<file path="config.mk">
export PLATFORM = sky130hd
export DESIGN_NAME = csc_slot_regs
export DESIGN_NICKNAME = d
export VERILOG_FILES = /design/src/core/csc_pkg.sv /design/src/core/csc_slot_regs.sv
export VERILOG_INCLUDE_DIRS = /design/src /design/src/core
export SDC_FILE = /design/constraint.sdc
export NUM_CORES = 1
export LEC_CHECK = 0
export ABC_AREA = 1
export BUFFER_PORTS_ARGS = -buffer_cell sky130_fd_sc_hd__buf_2
export CAP_MARGIN = 30
export CORE_ASPECT_RATIO = 2
export CORE_MARGIN = 1
export CORE_UTILIZATION = 57
export CTS_CLUSTER_DIAMETER = 60
export DETAILED_ROUTE_END_ITERATION = 16
export PLACE_DENSITY_LB_ADDON = 0.15
export SLEW_MARGIN = 20
export SYNTH_ARGS = -nofsm -noshare
export SYNTH_HDL_FRONTEND = slang
export SYNTH_SLANG_ARGS = --single-unit
</file>
<file path="constraint.sdc">
create_clock -name i_core_clk -period 4.3 [get_ports i_core_clk]
set_input_delay 0.43 -clock i_core_clk [delete_from_list [all_inputs] [get_ports i_core_clk]]
set_output_delay 0.43 -clock i_core_clk [all_outputs]
set_load 0.05 [all_outputs]
</file>
<file path="src/core/csc_cfg.svh">
// Register indices, field positions and reset values of the slot control block.
`ifndef CSC_CFG_SVH
`define CSC_CFG_SVH
`define CSC_IDX_PWR 8'h02
`define CSC_IDX_IGC 8'h03
`define CSC_IDX_CSC 8'h04
`define CSC_IDX_CSCCFG 8'h05
`define CSC_IDX_WEN 8'h06
`define CSC_IDX_WIDTH 8'h11
`define CSC_IDX_OFFLO 8'h14
`define CSC_IDX_OFFHI 8'h15
`define CSC_IDX_DGC 8'h16
`define CSC_IDX_GLB 8'h1e
`define CSC_IDX_VSENSE 8'h1f
`define CSC_IDX_SUPPLY_SELECT 8'h2f
`define CSC_IDX_IST 8'h40
`define CSC_IDX_IMSK 8'h41
`define CSC_IDX_LSB 2
`define CSC_IDX_MSB 9
`define CSC_RST8 8'h00
`define CSC_DGC_SOFT 5
`define CSC_DGC_RESUME 4
`define CSC_DGC_CFGRST 1
`define CSC_DGC_DLYINH 0
`define CSC_DGC_WMASK 8'h13
`define CSC_GLB_EXPL 2
`define CSC_GLB_WMASK 8'h04
`define CSC_SUPPLY_SELECT_WMASK 8'h03
`define CSC_OH_WP 7
`define CSC_OH_ATTR 6
`define CSC_OH_OFF_MSB 5
`define CSC_WID_16 7
`define CSC_PWR_EN 4
`define CSC_CSC_DET 3
`define CSC_CFG_DETEN 3
`define CSC_WEN_MW0 0
`define CSC_IST_DET 0
`define CSC_IST_RMV 1
`define CSC_IST_WMASK 8'h03
`define CSC_SUPPLY_SELECT_5V 2'b00
`define CSC_SUPPLY_SELECT_OFF 2'b10
`endif

</file>
<file path="src/core/csc_pkg.sv">
// Types shared by the slot control block.
package csc_pkg;
    typedef enum logic [0:0] {
        CSC_APB_IDLE = 1'b0,
        CSC_APB_RESP = 1'b1
    } csc_apb_st_t;
    typedef logic [7:0] csc_byte_t;
    typedef logic [13:0] csc_card_addr_t;
endpackage : csc_pkg

</file>
<file path="src/core/csc_slot_regs.sv">
// Slot configuration, card detect, window address and supply logic behind an APB slave.
//
// How it works
// [RQ1] A write-protected window never lets a write strobe reach the card.
// [RQ2] The attribute select bit chooses attribute memory, else common memory.
// [RQ3] Upper offset bits add to system bits 25 to 20, taking the low carry.
// [RQ4] The low offset byte adds to system bits 19 to 12 in an enabled window.
// [RQ5] Writing the soft detect bit with detect enabled raises a detect change.
// [RQ6] The soft detect bit reads zero and does nothing while detect is disabled.
// [RQ7] With detect enabled, any change on the two detect inputs raises a hardware detect change.
// [RQ8] With resume enabled a hardware change pulls resume low until the status bit clears.
// [RQ9] Resume is only produced while card detect interrupts are enabled.
// [RQ10] With resume enabled a hardware change does not drive the routed request.
// [RQ11] Host software follows a resume-signalled change with a soft detect write.
// [RQ12] Both detect inputs going high with reset enabled clears the slot setup.
// [RQ13] Sixteen-bit windows delay strobe falling edges one clock unless inhibited.
// [RQ14] Status read clears bits, or in explicit mode only a written one clears.
// [RQ15] The voltage sense register shows the two sense inputs in bits 1 and 0.
// [RQ16] With power enabled the supply select drives the two supply controls.
// [RQ17] Detect inputs are synchronised and compared with their previous sample.
//
// Chosen here: register access over APB.
`timescale 1ns/1ps
`default_nettype none
`include "csc_cfg.svh"
module csc_slot_regs (
    // Clock and reset.
    input wire logic i_core_clk,
    input wire logic i_rst_n,
    // APB slave.
    input wire logic i_psel,
    input wire logic i_penable,
    input wire logic i_pwrite,
    input wire logic [31:0] i_paddr,
    input wire logic [31:0] i_pwdata,
    output logic [31:0] o_prdata,
    output logic o_pready,
    output logic o_pslverr,
    // System memory side.
    input wire logic i_mem_req,
    input wire logic [13:0] i_sys_addr,
    input wire logic i_sys_we_n,
    input wire logic i_sys_oe_n,
    // Card side.
    input wire logic i_card_detect_a_n,
    input wire logic i_card_detect_b_n,
    input wire logic i_volt_sense_a,
    input wire logic i_volt_sense_b,
    output logic [13:0] o_card_addr,
    output logic o_card_sel,
    output logic o_card_attr,
    output logic o_card_we_n,
    output logic o_card_oe_n,
    output logic o_supply_5v_ctrl,
    output logic o_supply_3v_ctrl,
    // Events.
    output logic o_resume_request_n,
    output logic o_csc_irq,
    output logic o_irq
);
    import csc_pkg::*;

    function automatic csc_card_addr_t add_offset(input csc_card_addr_t sys,
                                                  input csc_card_addr_t off);
        add_offset = csc_card_addr_t'(sys + off);
    endfunction : add_offset

    function automatic csc_byte_t wr_merge(input csc_byte_t old, input csc_byte_t wd,
                                           input csc_byte_t msk);
        wr_merge = (old & ~msk) | (wd & msk);
    endfunction : wr_merge

    ////////////////////////////////////////////////////////////////////////////////
    // APB access decode.

    csc_apb_st_t apb_st_q;
    csc_apb_st_t apb_st_d;
    logic [31:0] prdata_q;
    logic pslverr_q;
    wire [7:0] idx = i_paddr[`CSC_IDX_MSB:`CSC_IDX_LSB];
    wire access = i_psel && i_penable;
    wire fire = access && (apb_st_q == CSC_APB_RESP);
    wire wr_fire = fire && i_pwrite;
    wire rd_fire = fire && !i_pwrite;
    wire [7:0] wd = i_pwdata[7:0];
    wire wr_pwr = wr_fire && (idx == `CSC_IDX_PWR);
    wire wr_igc = wr_fire && (idx == `CSC_IDX_IGC);
    wire wr_csc = wr_fire && (idx == `CSC_IDX_CSC);
    wire wr_cscfg = wr_fire && (idx == `CSC_IDX_CSCCFG);
    wire wr_wen = wr_fire && (idx == `CSC_IDX_WEN);
    wire wr_width = wr_fire && (idx == `CSC_IDX_WIDTH);
    wire wr_offlo = wr_fire && (idx == `CSC_IDX_OFFLO);
    wire wr_offhi = wr_fire && (idx == `CSC_IDX_OFFHI);
    wire wr_dgc = wr_fire && (idx == `CSC_IDX_DGC);
    wire wr_glb = wr_fire && (idx == `CSC_IDX_GLB);
    wire wr_supply_select = wr_fire && (idx == `CSC_IDX_SUPPLY_SELECT);
    wire wr_ist = wr_fire && (idx == `CSC_IDX_IST);
    wire wr_imsk = wr_fire && (idx == `CSC_IDX_IMSK);
    wire rd_csc = rd_fire && (idx == `CSC_IDX_CSC);

    ////////////////////////////////////////////////////////////////////////////////
    // Registers.

    csc_byte_t pwr_q;
    csc_byte_t igc_q;
    csc_byte_t cscfg_q;
    csc_byte_t wen_q;
    csc_byte_t width_q;
    csc_byte_t offlo_q;
    csc_byte_t offhi_q;
    csc_byte_t dgc_q;
    csc_byte_t glb_q;
    csc_byte_t supply_select_q;
    csc_byte_t ist_q;
    csc_byte_t imsk_q;
    logic det_q;
    logic hw_src_q;
    logic cfg_rst_q;
    logic [1:0] cd_meta_q;
    logic [1:0] cd_sync_q;
    logic [1:0] cd_prev_q;
    logic we_prev_n_q;
    logic oe_prev_n_q;

    wire det_en = cscfg_q[`CSC_CFG_DETEN];
    wire resume_en = dgc_q[`CSC_DGC_RESUME];
    wire expl_ack = glb_q[`CSC_GLB_EXPL];
    wire hw_change = (cd_sync_q != cd_prev_q); // RQ7 RQ17
    wire hw_evt = hw_change && det_en; // RQ7
    wire sw_evt = wr_dgc && wd[`CSC_DGC_SOFT] && det_en; // RQ5 RQ6
    wire det_set = hw_evt || sw_evt;
    wire det_ack = (rd_csc && !expl_ack) || (wr_csc && expl_ack && wd[`CSC_CSC_DET]); // RQ14
    // Set wins over the acknowledge so a change in the clearing cycle is kept.
    wire det_d = det_set || (det_q && !det_ack);
    wire hw_src_q_next = hw_evt || (hw_src_q && !sw_evt && det_d);
    wire removed = (cd_sync_q == 2'b11) && (cd_prev_q != 2'b11); // RQ12
    wire cfg_rst_d = removed && dgc_q[`CSC_DGC_CFGRST]; // RQ12
    wire [7:0] ist_evt = {6'h00, cfg_rst_d, det_set};
    wire [7:0] ist_clr = wr_ist ? (wd & `CSC_IST_WMASK) : `CSC_RST8;
    wire [7:0] ist_d = ist_evt | (ist_q & ~ist_clr);

    always_ff @(posedge i_core_clk or negedge i_rst_n) begin
        if (!i_rst_n) begin
            cd_meta_q <= 2'b11;
            cd_sync_q <= 2'b11;
            cd_prev_q <= 2'b11;
        end else begin
            cd_meta_q <= {i_card_detect_b_n, i_card_detect_a_n};
            cd_sync_q <= cd_meta_q; // RQ17
            cd_prev_q <= cd_sync_q; // RQ17
        end
    end

    always_ff @(posedge i_core_clk or negedge i_rst_n) begin
        if (!i_rst_n) begin
            pwr_q <= `CSC_RST8;
            cscfg_q <= `CSC_RST8;
            dgc_q <= `CSC_RST8;
            glb_q <= `CSC_RST8;
            supply_select_q <= `CSC_RST8;
            imsk_q <= `CSC_RST8;
            ist_q <= `CSC_RST8;
            det_q <= 1'b0;
            hw_src_q <= 1'b0;
            cfg_rst_q <= 1'b0;
        end else begin
            if (wr_pwr) pwr_q <= wd;
            if (wr_cscfg) cscfg_q <= wd;
            if (wr_dgc) dgc_q <= wr_merge(dgc_q, wd, `CSC_DGC_WMASK); // RQ6
            if (wr_glb) glb_q <= wr_merge(glb_q, wd, `CSC_GLB_WMASK);
            if (wr_supply_select) supply_select_q <= wr_merge(supply_select_q, wd, `CSC_SUPPLY_SELECT_WMASK);
            if (wr_imsk) imsk_q <= wd & `CSC_IST_WMASK;
            ist_q <= ist_d;
            det_q <= det_d; // RQ5 RQ8 RQ14
            hw_src_q <= hw_src_q_next;
            cfg_rst_q <= cfg_rst_d; // RQ12
        end
    end

    // The registered removal pulse clears the window setup two cycles after the synchronised inputs first read high.
    always_ff @(posedge i_core_clk or negedge i_rst_n) begin
        if (!i_rst_n) begin
            igc_q <= `CSC_RST8;
            wen_q <= `CSC_RST8;
            width_q <= `CSC_RST8;
            offlo_q <= `CSC_RST8;
            offhi_q <= `CSC_RST8;
        end else if (cfg_rst_q) begin
            igc_q <= `CSC_RST8; // RQ12
            wen_q <= `CSC_RST8; // RQ12
            width_q <= `CSC_RST8; // RQ12
            offlo_q <= `CSC_RST8; // RQ12
            offhi_q <= `CSC_RST8; // RQ12
        end else begin
            if (wr_igc) igc_q <= wd;
            if (wr_wen) wen_q <= wd;
            if (wr_width) width_q <= wd;
            if (wr_offlo) offlo_q <= wd;
            if (wr_offhi) offhi_q <= wd;
        end
    end

    ////////////////////////////////////////////////////////////////////////////////
    // Read data and APB answer.

    wire [7:0] vsense = {6'h00, i_volt_sense_b, i_volt_sense_a}; // RQ15
    wire [7:0] csc_rd = {4'h0, det_q, 3'h0};
    wire [7:0] dgc_rd = dgc_q & `CSC_DGC_WMASK; // RQ6
    wire hit_map = (idx == `CSC_IDX_PWR) || (idx == `CSC_IDX_IGC) || (idx == `CSC_IDX_CSC) ||
                   (idx == `CSC_IDX_CSCCFG) || (idx == `CSC_IDX_WEN) ||
                   (idx == `CSC_IDX_WIDTH) || (idx == `CSC_IDX_OFFLO) ||
                   (idx == `CSC_IDX_OFFHI) || (idx == `CSC_IDX_DGC) ||
                   (idx == `CSC_IDX_GLB) || (idx == `CSC_IDX_VSENSE) ||
                   (idx == `CSC_IDX_SUPPLY_SELECT) || (idx == `CSC_IDX_IST) || (idx == `CSC_IDX_IMSK);
    wire unmapped = !hit_map || (i_paddr[1:0] != 2'b00) ||
                    (i_paddr[31:`CSC_IDX_MSB + 1] != 22'h000000);
    wire [7:0] rd_mux =
        unmapped ? `CSC_RST8 :
        (idx == `CSC_IDX_PWR) ? pwr_q :
        (idx == `CSC_IDX_IGC) ? igc_q :
        (idx == `CSC_IDX_CSC) ? csc_rd :
        (idx == `CSC_IDX_CSCCFG) ? cscfg_q :
        (idx == `CSC_IDX_WEN) ? wen_q :
        (idx == `CSC_IDX_WIDTH) ? width_q :
        (idx == `CSC_IDX_OFFLO) ? offlo_q :
        (idx == `CSC_IDX_OFFHI) ? offhi_q :
        (idx == `CSC_IDX_DGC) ? dgc_rd :
        (idx == `CSC_IDX_GLB) ? glb_q :
        (idx == `CSC_IDX_VSENSE) ? vsense :
        (idx == `CSC_IDX_SUPPLY_SELECT) ? supply_select_q :
        (idx == `CSC_IDX_IST) ? ist_q : imsk_q;

    always_comb begin
        case (apb_st_q)
            CSC_APB_IDLE: apb_st_d = access ? CSC_APB_RESP : CSC_APB_IDLE;
            CSC_APB_RESP: apb_st_d = CSC_APB_IDLE;
            default: apb_st_d = CSC_APB_IDLE;
        endcase
    end

    // One wait state gives registered read data and a registered error flag.
    always_ff @(posedge i_core_clk or negedge i_rst_n) begin
        if (!i_rst_n) begin
            apb_st_q <= CSC_APB_IDLE;
            prdata_q <= 32'h00000000;
            pslverr_q <= 1'b0;
        end else begin
            apb_st_q <= apb_st_d;
            prdata_q <= (access && !i_pwrite) ? {24'h000000, rd_mux} : 32'h00000000;
            pslverr_q <= access && (apb_st_q == CSC_APB_IDLE) && unmapped;
        end
    end

    assign o_prdata = prdata_q;
    assign o_pready = (apb_st_q == CSC_APB_RESP);
    assign o_pslverr = pslverr_q;

    ////////////////////////////////////////////////////////////////////////////////
    // Memory window path and card outputs.

    wire win_hit = i_mem_req && wen_q[`CSC_WEN_MW0]; // RQ4
    wire wp = offhi_q[`CSC_OH_WP];
    wire dly = width_q[`CSC_WID_16] && !dgc_q[`CSC_DGC_DLYINH]; // RQ13
    wire [13:0] off = {offhi_q[`CSC_OH_OFF_MSB:0], offlo_q};
    wire [13:0] card_addr_d = add_offset(i_sys_addr, off); // RQ3 RQ4
    // A strobe goes low only once it has been low for a cycle when the delay is on.
    wire we_low = win_hit && !i_sys_we_n && !wp && !(dly && we_prev_n_q); // RQ1 RQ13
    wire oe_low = win_hit && !i_sys_oe_n && !(dly && oe_prev_n_q); // RQ13
    wire resume_d = !(det_d && hw_src_q_next && resume_en && det_en); // RQ8 RQ9
    wire csc_irq_d = det_d && !(resume_en && hw_src_q_next); // RQ10
    logic [13:0] card_addr_q;
    logic card_sel_q;
    logic card_attr_q;
    logic card_we_n_q;
    logic card_oe_n_q;
    logic sup5_q;
    logic sup3_q;
    logic resume_n_q;
    logic csc_irq_q;
    logic irq_q;
    logic [1:0] sup_d;

    always_comb begin
        sup_d = 2'b11;
        if (pwr_q[`CSC_PWR_EN]) begin
            case (supply_select_q[1:0])
                `CSC_SUPPLY_SELECT_5V: sup_d = 2'b01; // RQ16
                `CSC_SUPPLY_SELECT_OFF: sup_d = 2'b11; // RQ16
                default: sup_d = 2'b10; // RQ16
            endcase
        end
    end

    always_ff @(posedge i_core_clk or negedge i_rst_n) begin
        if (!i_rst_n) begin
            card_addr_q <= 14'h0000;
            card_sel_q <= 1'b0;
            card_attr_q <= 1'b0;
            card_we_n_q <= 1'b1;
            card_oe_n_q <= 1'b1;
            we_prev_n_q <= 1'b1;
            oe_prev_n_q <= 1'b1;
            sup5_q <= 1'b1;
            sup3_q <= 1'b1;
            resume_n_q <= 1'b1;
            csc_irq_q <= 1'b0;
            irq_q <= 1'b0;
        end else begin
            card_addr_q <= card_addr_d; // RQ3 RQ4
            card_sel_q <= win_hit;
            card_attr_q <= offhi_q[`CSC_OH_ATTR]; // RQ2
            card_we_n_q <= !we_low; // RQ1
            card_oe_n_q <= !oe_low;
            we_prev_n_q <= i_sys_we_n;
            oe_prev_n_q <= i_sys_oe_n;
            sup5_q <= sup_d[1];
            sup3_q <= sup_d[0];
            resume_n_q <= resume_d; // RQ8
            csc_irq_q <= csc_irq_d; // RQ10 RQ11
            irq_q <= |(ist_d & imsk_q);
        end
    end

    assign o_card_addr = card_addr_q;
    assign o_card_sel = card_sel_q;
    assign o_card_attr = card_attr_q;
    assign o_card_we_n = card_we_n_q;
    assign o_card_oe_n = card_oe_n_q;
    assign o_supply_5v_ctrl = sup5_q;
    assign o_supply_3v_ctrl = sup3_q;
    assign o_resume_request_n = resume_n_q;
    assign o_csc_irq = csc_irq_q;
    assign o_irq = irq_q;
endmodule : csc_slot_regs
`default_nettype wire

</file>
-- After elaboration in Yosys (flattened, before gate mapping)
Index checks and enable logic that the tools add are counted.
- add/sub/neg operators: 1
- equal/unequal tests: 18
- muxes and demuxes: 30
- bitwise gates (word level): 8
- reduce and logical (&&, ||, !) cells: 89
- operator list (operator ; count):
    $mux W8 ; 25
    $eq A8 B5 Y1 const B ; 6
    $logic_and A1 B1 Y1 ; 46
    $eq A8 B3 Y1 const B ; 3
    $reduce_bool A22 Y1 ; 1
    $logic_or A1 B1 Y1 ; 19
    $eq A8 B2 Y1 const B ; 2
    $eq A8 B7 Y1 const B ; 2
    $logic_not A1 Y1 ; 15
    $add A14 B14 Y14 ; 1
    $reduce_bool A2 Y1 ; 6
    $and A8 B2 Y8 ; 1
    $and A8 B8 Y8 ; 1
    $eq A8 B6 Y1 const B ; 1
    $not A2 Y8 ; 1
    $or A2 B8 Y8 ; 1
    $or A8 B2 Y8 ; 1
    $or A8 B3 Y8 ; 1
    $or A8 B5 Y8 ; 1
    $reduce_or A8 Y1 ; 1
    $eq A2 B2 Y1 const B ; 2
    $mux W2 ; 2
    $pmux W2 S2 ; 1
    $logic_not A2 Y1 ; 1
    5 further kinds ; 5
- register bits after elaboration: 134
- bits of input ports: 90
- output and inout bits: 57
- logic and storage cells: 179

-- Logic depth before layout (Yosys ltp)
Gate-level depths: netlist of the first run.
- depth in word-level cells: 19
- depth in mapped cells: 15
- gate-level depth less buffers: 15

-- Least setup slack after synthesis of the first run
Ideal clock, no wire load.
- path type: input port to flip-flop
- from: input i_sys_addr[0]
- to: register card_addr_q[10], in the netlist o_card_addr[10]
- library setup time: 0.079 ns
- arrival: 1.828 ns
- required time: 4.221 ns
- path slack: 2.393 ns
- stages on the path: 7
- buffers on the path: 0
- cells stage by stage: ha_1 -> inv_1 -> fa_1 -> o21ai_0 -> a31oi_1 -> o21ai_0 -> xor2_1
- longest elaborated chain between the ends: 1
- ends and longest elaborated chain (what ; RTL line ; source):
    start, declared ; csc_slot_regs.sv:41 ; input wire logic [13:0] i_sys_addr,
    $add A14 B14 Y14 ; csc_slot_regs.sv:65 ; add_offset = csc_card_addr_t'(sys + off);
    via card_addr_d[10] ; csc_slot_regs.sv:265 ; wire [13:0] card_addr_d = add_offset(i_sys_addr, off);
    end signal, assigned ; csc_slot_regs.sv:309 ; card_addr_q <= card_addr_d;
    end, declared ; csc_slot_regs.sv:271 ; logic [13:0] card_addr_q;
The timed path passes the listed nets, and every way through them passes these cells.
A chain may end at the register's enable or synchronous reset.

-- Worst setup path in the final report of the first run
- from: register offlo_q[0]
- to: register card_addr_q[10], in the netlist o_card_addr[10]
- longest elaborated chain between the ends: 1
- ends and longest elaborated chain (what ; RTL line ; source):
    start, declared ; csc_slot_regs.sv:109 ; csc_byte_t offlo_q;
    start signal, assigned ; csc_slot_regs.sv:186 ; offlo_q <= `CSC_RST8;
    start signal, assigned ; csc_slot_regs.sv:192 ; offlo_q <= `CSC_RST8;
    start signal, assigned ; csc_slot_regs.sv:198 ; if (wr_offlo) offlo_q <= wd;
    $add A14 B14 Y14 ; csc_slot_regs.sv:65 ;
    via card_addr_d[10] ; csc_slot_regs.sv:265 ;
The timed path passes the listed nets, and every way through them passes these cells.

==> impl_metrics.json, run 1 <==
{
  "cap_violations": 0,
  "hold_path_class": "in2reg",
  "power_density_nw_per_um2": 366,
  "crit_top_cell": "o21ai_0",
  "placed_area_sq_um": 6080,
  "vias": 4743,
  "timing.fmax_mhz": 429,
  "worstSetupPathType": "reg2reg",
  "stdcell_area_sq_um": 6380,
  "yosys-top-cells-count": "145 x nand2_1, 97 x dfrtp_1, 79 x o21ai_0",
  "whs_endpoint": "cd_meta_q[0]$_DFF_PN1_",
  "outcome": "finished clean",
  "post-cts-setup-buffers": 0,
  "grt_pass1_vias": 4815,
  "grt_max_degree": 60,
  "synth_cell_types": 48,
  "grt.total_usage": 0.307,
  "ys_seq_area_frac": 0.499,
  "place_hpwl_mm": 11.5,
  "num_rows": 50,
  "grt_pass1_wl_mm": 23.3,
  "firstDrtPassIters": 7,
  "rsz0062_at_grt": "false",
  "yosysWarnings": 0,
  "slew_violations": 0,
  "worstPathCellList": "ha_1 -> inv_1 -> fa_1 -> o21ai_0 -> a31oi_1 -> o21ai_0 -> xor2_1",
  "post-route-period-util": 0.541,
  "antenna_cells": 0,
  "ys_seq_elements": 110,
  "ff2ff_path_depth": 7,
  "synth_area_leaders": "dfrtp_1 44%, nand2_1 9.8%, o21ai_0 7.1%",
  "synth.top_cell.area_share": 0.437,
  "clockBufferDepth": 2,
  "setup_ws_ps": 1970,
  "rr_startpoint": "offlo_q[0]$_DFFE_PN0P_",
  "holdCritStartpoint": "i_card_detect_a_n",
  "place_ws_ps": 1840,
  "power.internal_uw": 1620,
  "holdWs_ps": 168,
  "numPortBuffers": 98,
  "syn_to_final_growth_pct": 14.9,
  "clkLatencyLatePin_ps": 360,
  "die_area_sq_um": 10200,
  "htree_levels": 3,
  "worstPathRequired_ps": 4580,
  "drc": 0,
  "cts.clk_slew.worst_paths_ps": 70,
  "yosysTopAreaCell": "dfrtp_1",
  "io_pins": 147,
  "finClkSkew_ps": 9.20,
  "final_antenna_net_count": 0,
  "cts_root_buf": "clkbuf_16",
  "crit_path_max_fanout": 3,
  "numCtsBuffers": 9,
  "hold-path-cell-count": 1,
  "post-route-min-period_ps": 2330,
  "cp_slowest_stage_delay_ps": 560,
  "tns_ps": 0,
  "drt_iter0_markers": 278,
  "yosysMostFrequentCell": "nand2_1",
  "r2r-end": "o_card_addr[10]$_DFF_PN0_",
  "finalHoldViolations": 0,
  "drive_gt1_frac": 0.224,
  "clkPwrFrac": 0.350,
  "synth-edff-count": 0,
  "synth_flop_cell": "dfrtp_1",
  "antenna_found_initial": 0,
  "p_switching_uw": 713,
  "slew_headroom": 0.419,
  "p_leak_uw": 0.00323,
  "cts_tree": "yes",
  "syn-cell-area_sq_um": 5550,
  "synthArstFlopShare": 1.00,
  "gp_congestion": 0.972,
  "worst_pin_slew_ps": 865,
  "netSwitchingFraction": 0.306,
  "r2r_setup_slack_ps": 1970,
  "die_h_um": 142,
  "setup-violations-final": 0,
  "die_w_um": 71.8,
  "endpoint_kind": "flip-flop",
  "worstSetupStartpoint": "offlo_q[0]$_DFFE_PN0P_",
  "crit_slowest_cell": "o21ai_0",
  "ir_drop_uv": 270,
  "seqPwrFrac": 0.478,
  "overflow": 0,
  "avgRoutedWirePerCell_um": 17.1,
  "core_sq_um": 9380,
  "cp.arrival_ps": 2610,
  "initial_core_util": 0.592,
  "power_frac_comb": 0.172,
  "startpoint_type": "flip-flop",
  "syn_area_per_cell_sq_um": 8.61,
  "routed_wl_mm": 14.7,
  "synthCells": 645,
  "vias_per_cell": 5.53,
  "nets": 852,
  "cts.sinks": 110
}
-- through the flow --
stage | utilization | cells | power, uW
floorplan | - | 668 | 1420
global placement | 0.644 | 838 | 1520
detailed placement | 0.648 | 840 | 1540
CTS | 0.680 | 857 | 2340
global route | 0.680 | 857 | 2410
finish | 0.680 | 857 | 2330
-- critical path: cells and delay by family (launching register included) --
| family | cells | cell delay (ps) |
|---|---|---|
| fa+ha+maj | 2 | 600 |
| buf+inv | 1 | 50 |
| flops | 1 | 380 |
| compound gates | 3 | 1050 |
| xor+xnor | 1 | 170 |
-- worst max-delay path by stage --
stage                           endpoint  cells after the start
3_3_place_gp        wen_q[6]$_DFFE_PN0P_                      7
5_1_grt        o_card_addr[10]$_DFF_PN0_                      7
3_5_place_dp        wen_q[6]$_DFFE_PN0P_                      7
2_1_floorplan  o_card_addr[10]$_DFF_PN0_                      7
4_1_cts        o_card_addr[10]$_DFF_PN0_                      7
6_report       o_card_addr[10]$_DFF_PN0_                      7
-- registers in the layout, indices dropped and copies added, names as in the netlist, 8 cells and up --
register     cells
o_card_addr     14
o_prdata         8
offhi_q          8
igc_q            8
width_q          8
offlo_q          8
cscfg_q          8
pwr_q            8
wen_q            8
-- cell families (layout without fill, tap and decap cells) --
kind of cell             count (synthesis)  in the layout  share of synthesized area
buffers and inverters                  108            193                     0.0913
multiplexers                             3              3                    0.00608
other                                    1             24                   0.000675
AND/OR/NAND/NOR                        252            252                      0.204
adder cells (fa/ha/maj)                 14             14                     0.0329
XOR/XNOR                                15             15                     0.0237
AO/OA/AOI/OAI                          142            142                      0.143
flip-flops                             110            110                      0.499
-- per-layer routing --
layer  GRT usage  share of wire  up-vias
li1            -              -     2266
met3      0.0376          0.034       55
met4       0.223          0.068        0
met5           0              0        -
met1       0.304           0.35     2241
met2       0.569           0.55      181
-- power groups by stage --
| stage | registers [uW] | logic [uW] | clock network [uW] |
|---|---|---|---|
| 2_1_floorplan | 1240 | 177 | 0 |
| 3_3_place_gp | 1130 | 389 | 0 |
| 3_5_place_dp | 1130 | 401 | 0 |
| 4_1_cts | 1120 | 402 | 821 |
| 5_1_grt | 1120 | 432 | 861 |
| 6_report | 1120 | 402 | 816 |
-- cell type report --
class                   count  area, sq um
clock buffers              11          253
repair buffers            102          546
fillers                   800         3000
flip-flops and latches    110         2770
well taps                 104          130
clock inverters             5         40.0
inverters                  75          282
multi-input cells         450         2360
-- placed cells by master, fill, tap and decap left out, types with 13 or more instances in the layout --
cell,count
a21oi_1,27
buf_2,97
conb_1,24
dfrtp_1,97
dfstp_2,13
ha_1,13
inv_1,67
nand2_1,145
nand3_1,19
nor2_1,47
o21ai_0,79
-- what timing repair did --
| item | in CTS | in global routing |
|---|---|---|
| hold endpoints to repair | 17 | 0 |
| hold buffers | 1 | 0 |
| gates resized for setup | 0 | 0 |
No activity file was read; power rests on OpenSTA's default activity.
==> run 2: changes to the inputs <==
--- a/config.mk
+++ b/config.mk
@@ -11,7 +11,7 @@
 export CAP_MARGIN = 30
 export CORE_ASPECT_RATIO = 2
 export CORE_MARGIN = 1
-export CORE_UTILIZATION = 57
+export CORE_UTILIZATION = 53
 export CTS_CLUSTER_DIAMETER = 60
 export DETAILED_ROUTE_END_ITERATION = 16
 export PLACE_DENSITY_LB_ADDON = 0.15
==> constraint.sdc (replaced) <==
create_clock -name i_core_clk -period 2.42 [get_ports i_core_clk]
set_input_delay 0.242 -clock i_core_clk [delete_from_list [all_inputs] [get_ports i_core_clk]]
set_output_delay 0.242 -clock i_core_clk [all_outputs]
set_load 0.05 [all_outputs]
==> run 2 against run 1 <==
Effect of this change: fmax up 12%; core utilization is 3.9 points lower; setup slack worse by 1600 ps; largest cell class unchanged.
==> impl_metrics.json, run 2 (synthesis gave the netlist of run 1 again) <==
{
  "post-route-min-period_ps": 2080,
  "fin_cells": 896,
  "clkPwrFrac": 0.370,
  "power_frac_comb": 0.168,
  "slew_headroom": 0.606,
  "place_hpwl_mm": 11.7,
  "firstDrtPassIters": 5,
  "power.total_uw": 4290,
  "place_ws_ps": 367,
  "cts_root_buf": "clkbuf_16",
  "hold_path_class": "in2reg",
  "clockBufferDepth": 2,
  "critPathBufInv": 1,
  "avgRoutedWirePerCell_um": 16.5,
  "die_w_um": 74.4,
  "slew_violations": 0,
  "setup-violations-final": 0,
  "nets": 860,
  "timing.fmax_mhz": 480,
  "num_rows": 52,
  "setup_ws_ps": 336,
  "drc": 0,
  "final_cell_mix": "145 x nand2_1, 97 x dfrtp_1, 97 x buf_2, 79 x o21ai_0, 67 x inv_1",
  "io_pins": 147,
  "rsz0062_at_grt": "false",
  "crit_family": "compound AO/OA/AOI/OAI gates",
  "grt_pass1_wl_mm": 23.5,
  "htree_levels": 3,
  "crit_slowest_cell": "dfrtp_1",
  "p_leak_uw": 0.00328,
  "crit_path_max_fanout": 5,
  "post_cts_resized": 0,
  "antenna_cells": 0,
  "outcome": "finished clean",
  "grt_max_degree": 47,
  "cts.clk_slew.worst_paths_ps": 70,
  "worstPathCellList": "ha_1 -> a21o_1 -> a31oi_1 -> inv_1 -> a21oi_1 -> o21ai_0 -> xor2_1",
  "cts_tree": "yes",
  "holdWs_ps": 119,
  "routed_wl_mm": 14.8,
  "antenna_found_initial": 0,
  "cp.arrival_ps": 2320,
  "grt.total_usage": 0.290,
  "placed_cells": 875,
  "finalHoldViolations": 0,
  "worst_pin_slew_ps": 590,
  "drive_gt1_frac": 0.225,
  "endpoint_kind": "flip-flop",
  "cap_violations": 0,
  "die_area_sq_um": 10900,
  "overflow": 0,
  "p_switching_uw": 1250,
  "cts.sinks": 110,
  "vias": 4749,
  "finClkSkew_ps": 9.22,
  "clkLatencyLatePin_ps": 360,
  "final_common_cell": "nand2_1",
  "largest_register_ffs": 14,
  "power.internal_uw": 3030,
  "syn_to_final_growth_pct": 17.2,
  "core_sq_um": 10100,
  "worstSetupPathType": "reg2reg",
  "seqPwrFrac": 0.463,
  "cp_slowest_stage_delay_ps": 430,
  "vias_per_cell": 5.30,
  "initial_core_util": 0.547,
  "grt_pass1_vias": 4813,
  "worstPathRequired_ps": 2650,
  "gp_congestion": 0.913,
  "die_h_um": 147,
  "power_density_nw_per_um2": 659,
  "numPortBuffers": 98,
  "numCtsBuffers": 9,
  "final_antenna_net_count": 0,
  "startpoint_type": "flip-flop",
  "post-route-period-util": 0.861,
  "ir_drop_uv": 455,
  "drt_iter0_markers": 281,
  "netSwitchingFraction": 0.292,
  "tns_ps": 0
}
==> run 2: cell types whose count changed in the layout (fill, tap and decap cells not counted) <==
cell / before / now
bufinv_16: 0 / 2
inv_6: 2 / 1
buf_12: 0 / 1
dlygate4sd3_1: 1 / 5
buf_4: 3 / 7
clkbuf_8: 2 / 0
clkbuf_1: 0 / 2
clkinvlp_4: 3 / 2
buf_16: 1 / 0
==> run 2: worst reg2reg max path, delay by kind of cell, from the launching register on <==
kind                     cells  cell delay (ps)
flip-flops                   1              430
buffers and inverters        1              110
XOR/XNOR                     1              160
AO/OA/AOI/OAI                4              890
adder cells (fa/ha/maj)      1              370
==> run 2: cell type report <==
type                            instances  area [sq um]
Inverter                               75           282
Tap cell                              135           169
Clock inverter                          5          83.8
Clock buffer                           11           233
Fill cell                             898          3640
Timing Repair Buffer                  110           608
Sequential cell                       110          2770
Multi-Input combinational cell        450          2360
==> run 2: path summary, 6_finish.rpt <==
| check | start | to | slack [ps] | cells past startpoint |
|---|---|---|---|---|
| max in group asynchronous | i_rst_n | cscfg_q[2]$_DFFE_PN0P_ | 1250 | 3 |
| hold / removal | i_sys_addr[0] | o_card_addr[0]$_DFF_PN0_ | 120 | 2 |
| setup / recovery | offlo_q[2]$_DFFE_PN0P_ | o_card_addr[9]$_DFF_PN0_ | 340 | 7 |
| min in group asynchronous | i_rst_n | o_card_sel$_DFF_PN0_ | 430 | 2 |
| hold reg to reg | cd_meta_q[1]$_DFF_PN1_ | cd_sync_q[1]$_DFF_PN1_ | 360 | 0 |
| setup reg to reg | offlo_q[2]$_DFFE_PN0P_ | o_card_addr[9]$_DFF_PN0_ | 340 | 7 |
==> run 2: power by group through the flow <==
stage / registers [uW] / logic (uW) / clock network [uW]
after floorplan: 2210 / 315 / 0
after global placement: 2020 / 697 / 0
after detailed placement: 2020 / 713 / 0
after CTS: 1980 / 721 / 1590
after global routing: 2000 / 780 / 1670
final: 1980 / 718 / 1590
==> run 2: what timing repair did <==
| item | 4_1_cts | 5_1_grt |
|---|---|---|
| buffers inserted | 0 | 0 |
| hold buffers | 5 | 0 |
| endpoints found under the hold margin | 36 | 0 |
==> run 2: layer usage <==
metal,share of wire,vias to the layer above,track usage
met1,0.34,2243,0.282
met3,0.036,48,0.0384
li1,-,2293,-
met4,0.058,0,0.181
met5,0,-,0
met2,0.56,165,0.542
==> run 2: stage by stage <==
stage / utilization / area [sq um]
3_3_place_gp: 0.605 / 6140
3_5_place_dp: 0.605 / 6140
4_1_cts: 0.641 / 6510
5_1_grt: 0.641 / 6510
6_report: 0.641 / 6510
2_1_floorplan: - / 5640
